[src/hdl/ra0_pkg.sv]
// Shared constants and types for the alarm 0 match and interrupt block
package ra0_pkg;

  localparam int RA0_DATA_W = 8;
  localparam int RA0_IDX_W = 3;
  localparam int RA0_NUM_FIELDS = 6;

  // Register indices on the register access port
  localparam logic [2:0] RA0_IDX_SECONDS = 3'h0;
  localparam logic [2:0] RA0_IDX_MINUTES = 3'h1;
  localparam logic [2:0] RA0_IDX_HOURS = 3'h2;
  localparam logic [2:0] RA0_IDX_DATE = 3'h3;
  localparam logic [2:0] RA0_IDX_MONTH = 3'h4;
  localparam logic [2:0] RA0_IDX_WEEKDAY = 3'h5;
  localparam logic [2:0] RA0_IDX_INT_CTRL = 3'h6;
  localparam logic [2:0] RA0_IDX_STATUS = 3'h7;

  // Field positions
  localparam int RA0_FIELD_EN_BIT = 7;
  localparam int RA0_IM_BIT = 7;
  localparam int RA0_ALARM0_ENABLE_BIT = 5;
  localparam int RA0_AL0_FLAG_BIT = 5;

  // Values after reset
  localparam logic [7:0] RA0_CMP_RESET = 8'h00;
  localparam logic [7:0] RA0_INT_RESET = 8'h00;
  localparam logic [7:0] RA0_RD_RESET = 8'h00;

  // Pulse width of the periodic interrupt
  localparam int RA0_CLK_MHZ = 100;
  localparam int RA0_PULSE_MS = 250;
  localparam int RA0_PULSE_CYCLES = RA0_PULSE_MS * RA0_CLK_MHZ * 1000;

  // Current calendar value from the timekeeping counters, BCD per field
  typedef struct packed {
    logic [7:0] weekday;
    logic [7:0] month;
    logic [7:0] date;
    logic [7:0] hours;
    logic [7:0] minutes;
    logic [7:0] seconds;
  } ra0_time_s;

  // One access on the register port
  typedef struct packed {
    logic wr_en;
    logic rd_en;
    logic [2:0] idx;
    logic [7:0] wr_data;
  } ra0_reg_req_s;

endpackage

[src/hdl/ra0_field_cmp.sv]
// One alarm field comparator: enable bit plus BCD value
`timescale 1ns/10ps
module ra0_field_cmp
  import ra0_pkg::*;
#(
  parameter int FIELD_W = 8
) (
  input wire logic [FIELD_W-1:0] compare,
  input wire logic [FIELD_W-1:0] current,
  output logic match
);

  assign match = !compare[FIELD_W-1] ||
    (compare[FIELD_W-2:0] == current[FIELD_W-2:0]);

endmodule

[src/hdl/ra0_pulse_gen.sv]
// Fixed width pulse timer for the periodic interrupt
`timescale 1ns/10ps
module ra0_pulse_gen
  import ra0_pkg::*;
#(
  parameter int CYCLES = RA0_PULSE_CYCLES
) (
  input wire logic sys_clk,
  input wire logic rstn,
  input wire logic start,
  output logic active
);

  localparam int CNT_W = $clog2(CYCLES + 1);
  localparam logic [CNT_W-1:0] CNT_LOAD = CNT_W'(CYCLES);
  localparam logic [CNT_W-1:0] CNT_ONE = CNT_W'(1);

  logic [CNT_W-1:0] count;
  logic [CNT_W-1:0] next_count;

  always_comb begin
    next_count = count;
    if (start) begin
      next_count = CNT_LOAD;
    end else if (count != '0) begin
      next_count = count - CNT_ONE;
    end
  end

  always_ff @(posedge sys_clk or negedge rstn) begin
    if (!rstn) begin
      count <= '0;
    end else begin
      count <= next_count;
    end
  end

  assign active = (count != '0);

endmodule

[src/hdl/ra0_alarm.sv]
// Alarm 0 compare, status flag and interrupt output of the clock/calendar
//
// Notes on behaviour
// - Compare register top bit enables the field, lower bits hold BCD target.
// - A compare register with enable clear never blocks a match.
// - Match is judged only when the clock steps to a new second.
// - A match sets alarm0_flag and drives irq_freq_out_n low.
// - Mode bit 0 gives one interrupt per match, a single event.
// - Mode bit 1 gives a pulse on the output at every match.
// - Seconds-only compare at 30 fires once each minute at second 30.
// - Pulsed mode sets the flag each time; no clear needed for more pulses.
// - Mode select is interrupt control bit 7, alarm enable bit 5.
`timescale 1ns/10ps
module ra0_alarm
  import ra0_pkg::*;
#(
  parameter int PULSE_CYCLES = RA0_PULSE_CYCLES
) (
  input wire logic sys_clk,
  input wire logic rstn,
  input wire logic sec_tick,
  input wire ra0_time_s cur_time,
  input wire ra0_reg_req_s reg_req,
  output logic [7:0] reg_rd_data,
  output logic alarm0_flag,
  output logic irq_freq_out_n
);

  logic [7:0] cmp_reg [RA0_NUM_FIELDS];
  logic [7:0] next_cmp_reg [RA0_NUM_FIELDS];
  logic [7:0] int_ctrl;
  logic [7:0] next_int_ctrl;
  logic next_alarm0_flag;
  logic [7:0] next_reg_rd_data;
  logic next_irq_freq_out_n;
  logic [7:0] cur_field [RA0_NUM_FIELDS];
  logic [RA0_NUM_FIELDS-1:0] field_match;
  logic fire;
  logic pulse_active;
  logic interrupt_mode_select;
  logic alarm0_enable;
  logic flag_clear;

  assign cur_field[0] = cur_time.seconds;
  assign cur_field[1] = cur_time.minutes;
  assign cur_field[2] = cur_time.hours;
  assign cur_field[3] = cur_time.date;
  assign cur_field[4] = cur_time.month;
  assign cur_field[5] = cur_time.weekday;

  assign interrupt_mode_select = int_ctrl[RA0_IM_BIT];
  assign alarm0_enable = int_ctrl[RA0_ALARM0_ENABLE_BIT];

  genvar gi;
  generate
    for (gi = 0; gi < RA0_NUM_FIELDS; gi++) begin : g_field
      ra0_field_cmp #(
        .FIELD_W(RA0_DATA_W)
      ) u_cmp (
        .compare(cmp_reg[gi]),
        .current(cur_field[gi]),
        .match(field_match[gi])
      );
    end
  endgenerate

  assign fire = sec_tick && alarm0_enable && (&field_match);

  // Register writes
  always_comb begin
    for (int i = 0; i < RA0_NUM_FIELDS; i++) begin
      next_cmp_reg[i] = cmp_reg[i];
    end
    next_int_ctrl = int_ctrl;
    if (reg_req.wr_en) begin
      if (reg_req.idx < RA0_IDX_INT_CTRL) begin
        next_cmp_reg[reg_req.idx] = reg_req.wr_data;
      end else if (reg_req.idx == RA0_IDX_INT_CTRL) begin
        next_int_ctrl = reg_req.wr_data;
      end
    end
  end

  // Status flag: write zero to clear, a match in the same cycle wins
  assign flag_clear = reg_req.wr_en && (reg_req.idx == RA0_IDX_STATUS) &&
    !reg_req.wr_data[RA0_AL0_FLAG_BIT];

  always_comb begin
    next_alarm0_flag = alarm0_flag;
    if (flag_clear) begin
      next_alarm0_flag = 1'b0;
    end
    if (fire) begin
      next_alarm0_flag = 1'b1;
    end
  end

  // Read data, registered one cycle after the request
  always_comb begin
    next_reg_rd_data = reg_rd_data;
    if (reg_req.rd_en) begin
      next_reg_rd_data = RA0_RD_RESET;
      if (reg_req.idx < RA0_IDX_INT_CTRL) begin
        next_reg_rd_data = cmp_reg[reg_req.idx];
      end else if (reg_req.idx == RA0_IDX_INT_CTRL) begin
        next_reg_rd_data = int_ctrl;
      end else begin
        next_reg_rd_data[RA0_AL0_FLAG_BIT] = alarm0_flag;
      end
    end
  end

  ra0_pulse_gen #(
    .CYCLES(PULSE_CYCLES)
  ) u_pulse (
    .sys_clk(sys_clk),
    .rstn(rstn),
    .start(fire && interrupt_mode_select),
    .active(pulse_active)
  );

  always_comb begin
    if (interrupt_mode_select) begin
      next_irq_freq_out_n = !pulse_active;
    end else begin
      next_irq_freq_out_n = !next_alarm0_flag;
    end
  end

  always_ff @(posedge sys_clk or negedge rstn) begin
    if (!rstn) begin
      for (int i = 0; i < RA0_NUM_FIELDS; i++) begin
        cmp_reg[i] <= RA0_CMP_RESET;
      end
      int_ctrl <= RA0_INT_RESET;
      alarm0_flag <= 1'b0;
      reg_rd_data <= RA0_RD_RESET;
      irq_freq_out_n <= 1'b1;
    end else begin
      for (int i = 0; i < RA0_NUM_FIELDS; i++) begin
        cmp_reg[i] <= next_cmp_reg[i];
      end
      int_ctrl <= next_int_ctrl;
      alarm0_flag <= next_alarm0_flag;
      reg_rd_data <= next_reg_rd_data;
      irq_freq_out_n <= next_irq_freq_out_n;
    end
  end

endmodule

[config.mk]
export PLATFORM = sky130hd
export DESIGN_NAME = ra0_alarm
export DESIGN_NICKNAME = d
export VERILOG_FILES = /design/src/hdl/ra0_pkg.sv /design/src/hdl/ra0_field_cmp.sv /design/src/hdl/ra0_pulse_gen.sv /design/src/hdl/ra0_alarm.sv
export SDC_FILE = /design/constraint.sdc
export NUM_CORES = 1
export LEC_CHECK = 0
export BUFFER_PORTS_ARGS = -buffer_cell sky130_fd_sc_hd__buf_2
export CAP_MARGIN = 20
export CORE_ASPECT_RATIO = 0.5
export CORE_MARGIN = 4
export CORE_UTILIZATION = 45
export CTS_CLUSTER_SIZE = 30
export DETAILED_ROUTE_END_ITERATION = 7
export GPL_TIMING_DRIVEN = 0
export PLACE_DENSITY = 0.66
export SYNTH_ARGS = -nofsm -noshare
export SYNTH_HDL_FRONTEND = slang
export SYNTH_SLANG_ARGS = --single-unit
[constraint.sdc]
create_clock -name sys_clk -period 2.86 [get_ports sys_clk]
set_input_delay 0.286 -clock sys_clk [delete_from_list [all_inputs] [get_ports sys_clk]]
set_output_delay 0.286 -clock sys_clk [all_outputs]
set_load 0.05 [all_outputs]
==> flow_summary.yaml <==
detailed_routing:
  drc_errors: 0
  firstDrtPassIters: 5
  avgViaCountPerCell: 5.38
  drt-total-wl_um: 11400
  drt-wirelength-per-cell_um: 17.6
  ant_nets: 0
  initialDrtViolationCount: 211
  vias: 3472
global_routing:
  grt_max_degree: 72
  grt_pass1_wl_um: 18600
  top_usage_layer: "met2"
  use_met1_pct: 26.7
  grt_util_met2_pct: 31.5
  grt_pass1_vias: 3495
  grt_use_met3_pct: 4.74
  gr-total-overflow: 0
  antenna_found_initial: 0
  grtUsageTotal_pct: 19.5
cts:
  clock_path_buffers: 2
  htree_levels: 3
  cts_buffers: 9
  path_clk_slew_ns: 0.06
  clockRootBuffer: "clkbuf_16"
  numClockSinks: 91
  insertion_delay_ns: 0.34
  postCtsSetupBuffers: 0
  cts_tree: "built"
yosys:
  synth.area.top_cells: "dfrtp_1 (48%), mux2_2 (15%), xnor2_1 (5.9%)"
  synthCells: 422
  synthDominantCellAreaShare_pct: 47.5
  ys_seq_area_share_pct: 48.1
  ys_seq_elements: 91
  synth_nets: 488
  ys.flop_type: "dfrtp_1"
  yosys.area.top_type: "dfrtp_1"
  synth_edf_count: 0
  synth_area_um2: 4740
  yosys_warnings: 0
  ys_types: 49
  async_flop_share_pct: 100
  avgSynthCellArea_um2: 11.2
sta:
  grt_setup_unrepaired: "no"
  finalCritPeriodShare_pct: 92.2
  setup_violations: 0
  fin_crit_ns: 2.64
  fin_setup_tns_ns: 0
  finalClockSkew_ns: 0.00752
  hold_viol: 0
  clock.fmax_mhz: 379
  worst_slew_pin_slew_ns: 1.12
  slew_viol_final: 0
  slew_headroom_pct: 24.5
floorplan:
  initial_core_util_pct: 46.3
  core_area_um2: 10200
  row_count: 26
  die_h_um: 80.6
  die_w_um: 153
  dieArea_um2: 12300
  ios: 74
place:
  gp_congestion: 0.916
  portBuffers: 65
  place_inst: 628
  dp_hpwl_um: 8250
layout:
  finalNonFillerCells: 645
  nNetsFinal: 567
  largest_register_ffs: 48
  drive_gt1_share_pct: 31.1
  area_growth_pct: 18.2
  insertedDiodeCount: 0
  final_common_cell: "dfrtp_1"
  layout_common_cells: "dfrtp_1 (90), buf_2 (66), mux2_2 (62), xnor2_1 (32), nor2_1 (32)"
power_and_ir_drop:
  vdd_drop_max_mv: 0.309
  power.density_nw_per_um2: 742
  p_leak_nw: 2.27
critical_path:
  critical_path_class: "reg -> reg"
  arrival_ns: 2.84
  crit_fanout: 10
  worstSetupEndpointType: "flip-flop"
  startpoint_type: "flip-flop"
  required_ns: 3.06
run_status:
  status: "finished clean"
flow_run:
  maxCapViolCount: 0
worst_hold_path:
  hold_class: "in -> reg"
cells by family (layout without fill, tap and decap cells):
family	after synthesis	in the layout	share of synthesized area, %
flip-flops	91	91	48.1
buffers and inverters	24	107	2.08
multiplexers	67	67	16.0
AND/OR/NAND/NOR	118	118	13.8
adder cells (fa/ha/maj)	2	2	0.528
XOR/XNOR	61	61	11.3
AO/OA/AOI/OAI	59	59	8.26
path summary, 6_finish.rpt:
| path | from | to | slack [ns] | depth (start not counted) |
|---|---|---|---|---|
| min in group asynchronous | rstn | u_pulse.count[11]$_DFFE_PN0P_ | 0.38 | 2 |
| hold / removal | reg_req[5] | cmp_reg[5]$_DFFE_PN0P_ | 0.31 | 2 |
| hold reg to reg | int_ctrl[0]$_DFFE_PN0P_ | int_ctrl[0]$_DFFE_PN0P_ | 0.51 | 1 |
| max in group asynchronous | rstn | irq_freq_out_n$_DFF_PN1_ | 1.82 | 3 |
| setup reg to reg | cmp_reg[45]$_DFFE_PN0P_ | u_pulse.count[9]$_DFFE_PN0P_ | 0.22 | 8 |
| setup / recovery | cmp_reg[45]$_DFFE_PN0P_ | u_pulse.count[9]$_DFFE_PN0P_ | 0.22 | 8 |
timing repair:
action	CTS	global route
hold buffers	1	0
hold endpoints to repair	20	0
resized for setup	0	0
critical path, cell delays in order (launching register included):
cell and delay [ns]:
dfrtp_1 0.44, xor2_1 0.16, nor4_1 0.31, nand4_1 0.19, a22oi_1 0.37, and4_1 0.24
clkbuf_1 0.21, clkbuf_1 0.46, nor2_1 0.11
synthesized netlist by cell type (5+ instances only):
master	n
a22o_1	6
clkbuf_1	17
nor4_1	5
nor3_1	8
a21oi_1	24
or3_1	6
a211oi_1	7
a22oi_1	9
nand2_1	23
nor3b_1	8
nor2_1	32
xnor2_1	32
dfrtp_1	90
xor2_1	29
mux2_2	62
nand4_1	10
stage by stage:
stage	setup slack [ns]	util (%)	area (um2)	hold WS (ns)	total power, mW
6_report	0.223	54.7	5600	0.310	4.16
5_1_grt	0.0188	54.7	5600	0.319	4.40
4_1_cts	0.237	54.6	5600	0.305	4.19
3_5_place_dp	0.250	51.4	5270	0.201	2.92
3_3_place_gp	0.268	51.1	5240	0.483	2.88
2_1_floorplan	0.678	-	4740	-0.00959	2.58
routing by layer:
layer | vias to the layer above | wire length (um)
li1 | 1672 | -
met1 | 1714 | 5380
met2 | 75 | 5350
met3 | 11 | 525
met4 | 0 | 109
met5 | - | 0
layout make-up:
cell class | count | area [um2]
fillers | 929 | 4640
multi-input cells | 307 | 2360
flip-flops and latches | 91 | 2280
repair buffers | 68 | 370
clock buffers | 10 | 239
well taps | 140 | 175
plain buffers | 20 | 83.8
clock inverters | 5 | 77.6
inverters | 4 | 15.0
report_power, final:
part	internal (mW)	switching [mW]	total, mW
sequential	1.60	0.286	1.88
clock	0.781	0.485	1.27
combinational	0.490	0.522	1.01
Power figures use the tool's default switching activity.
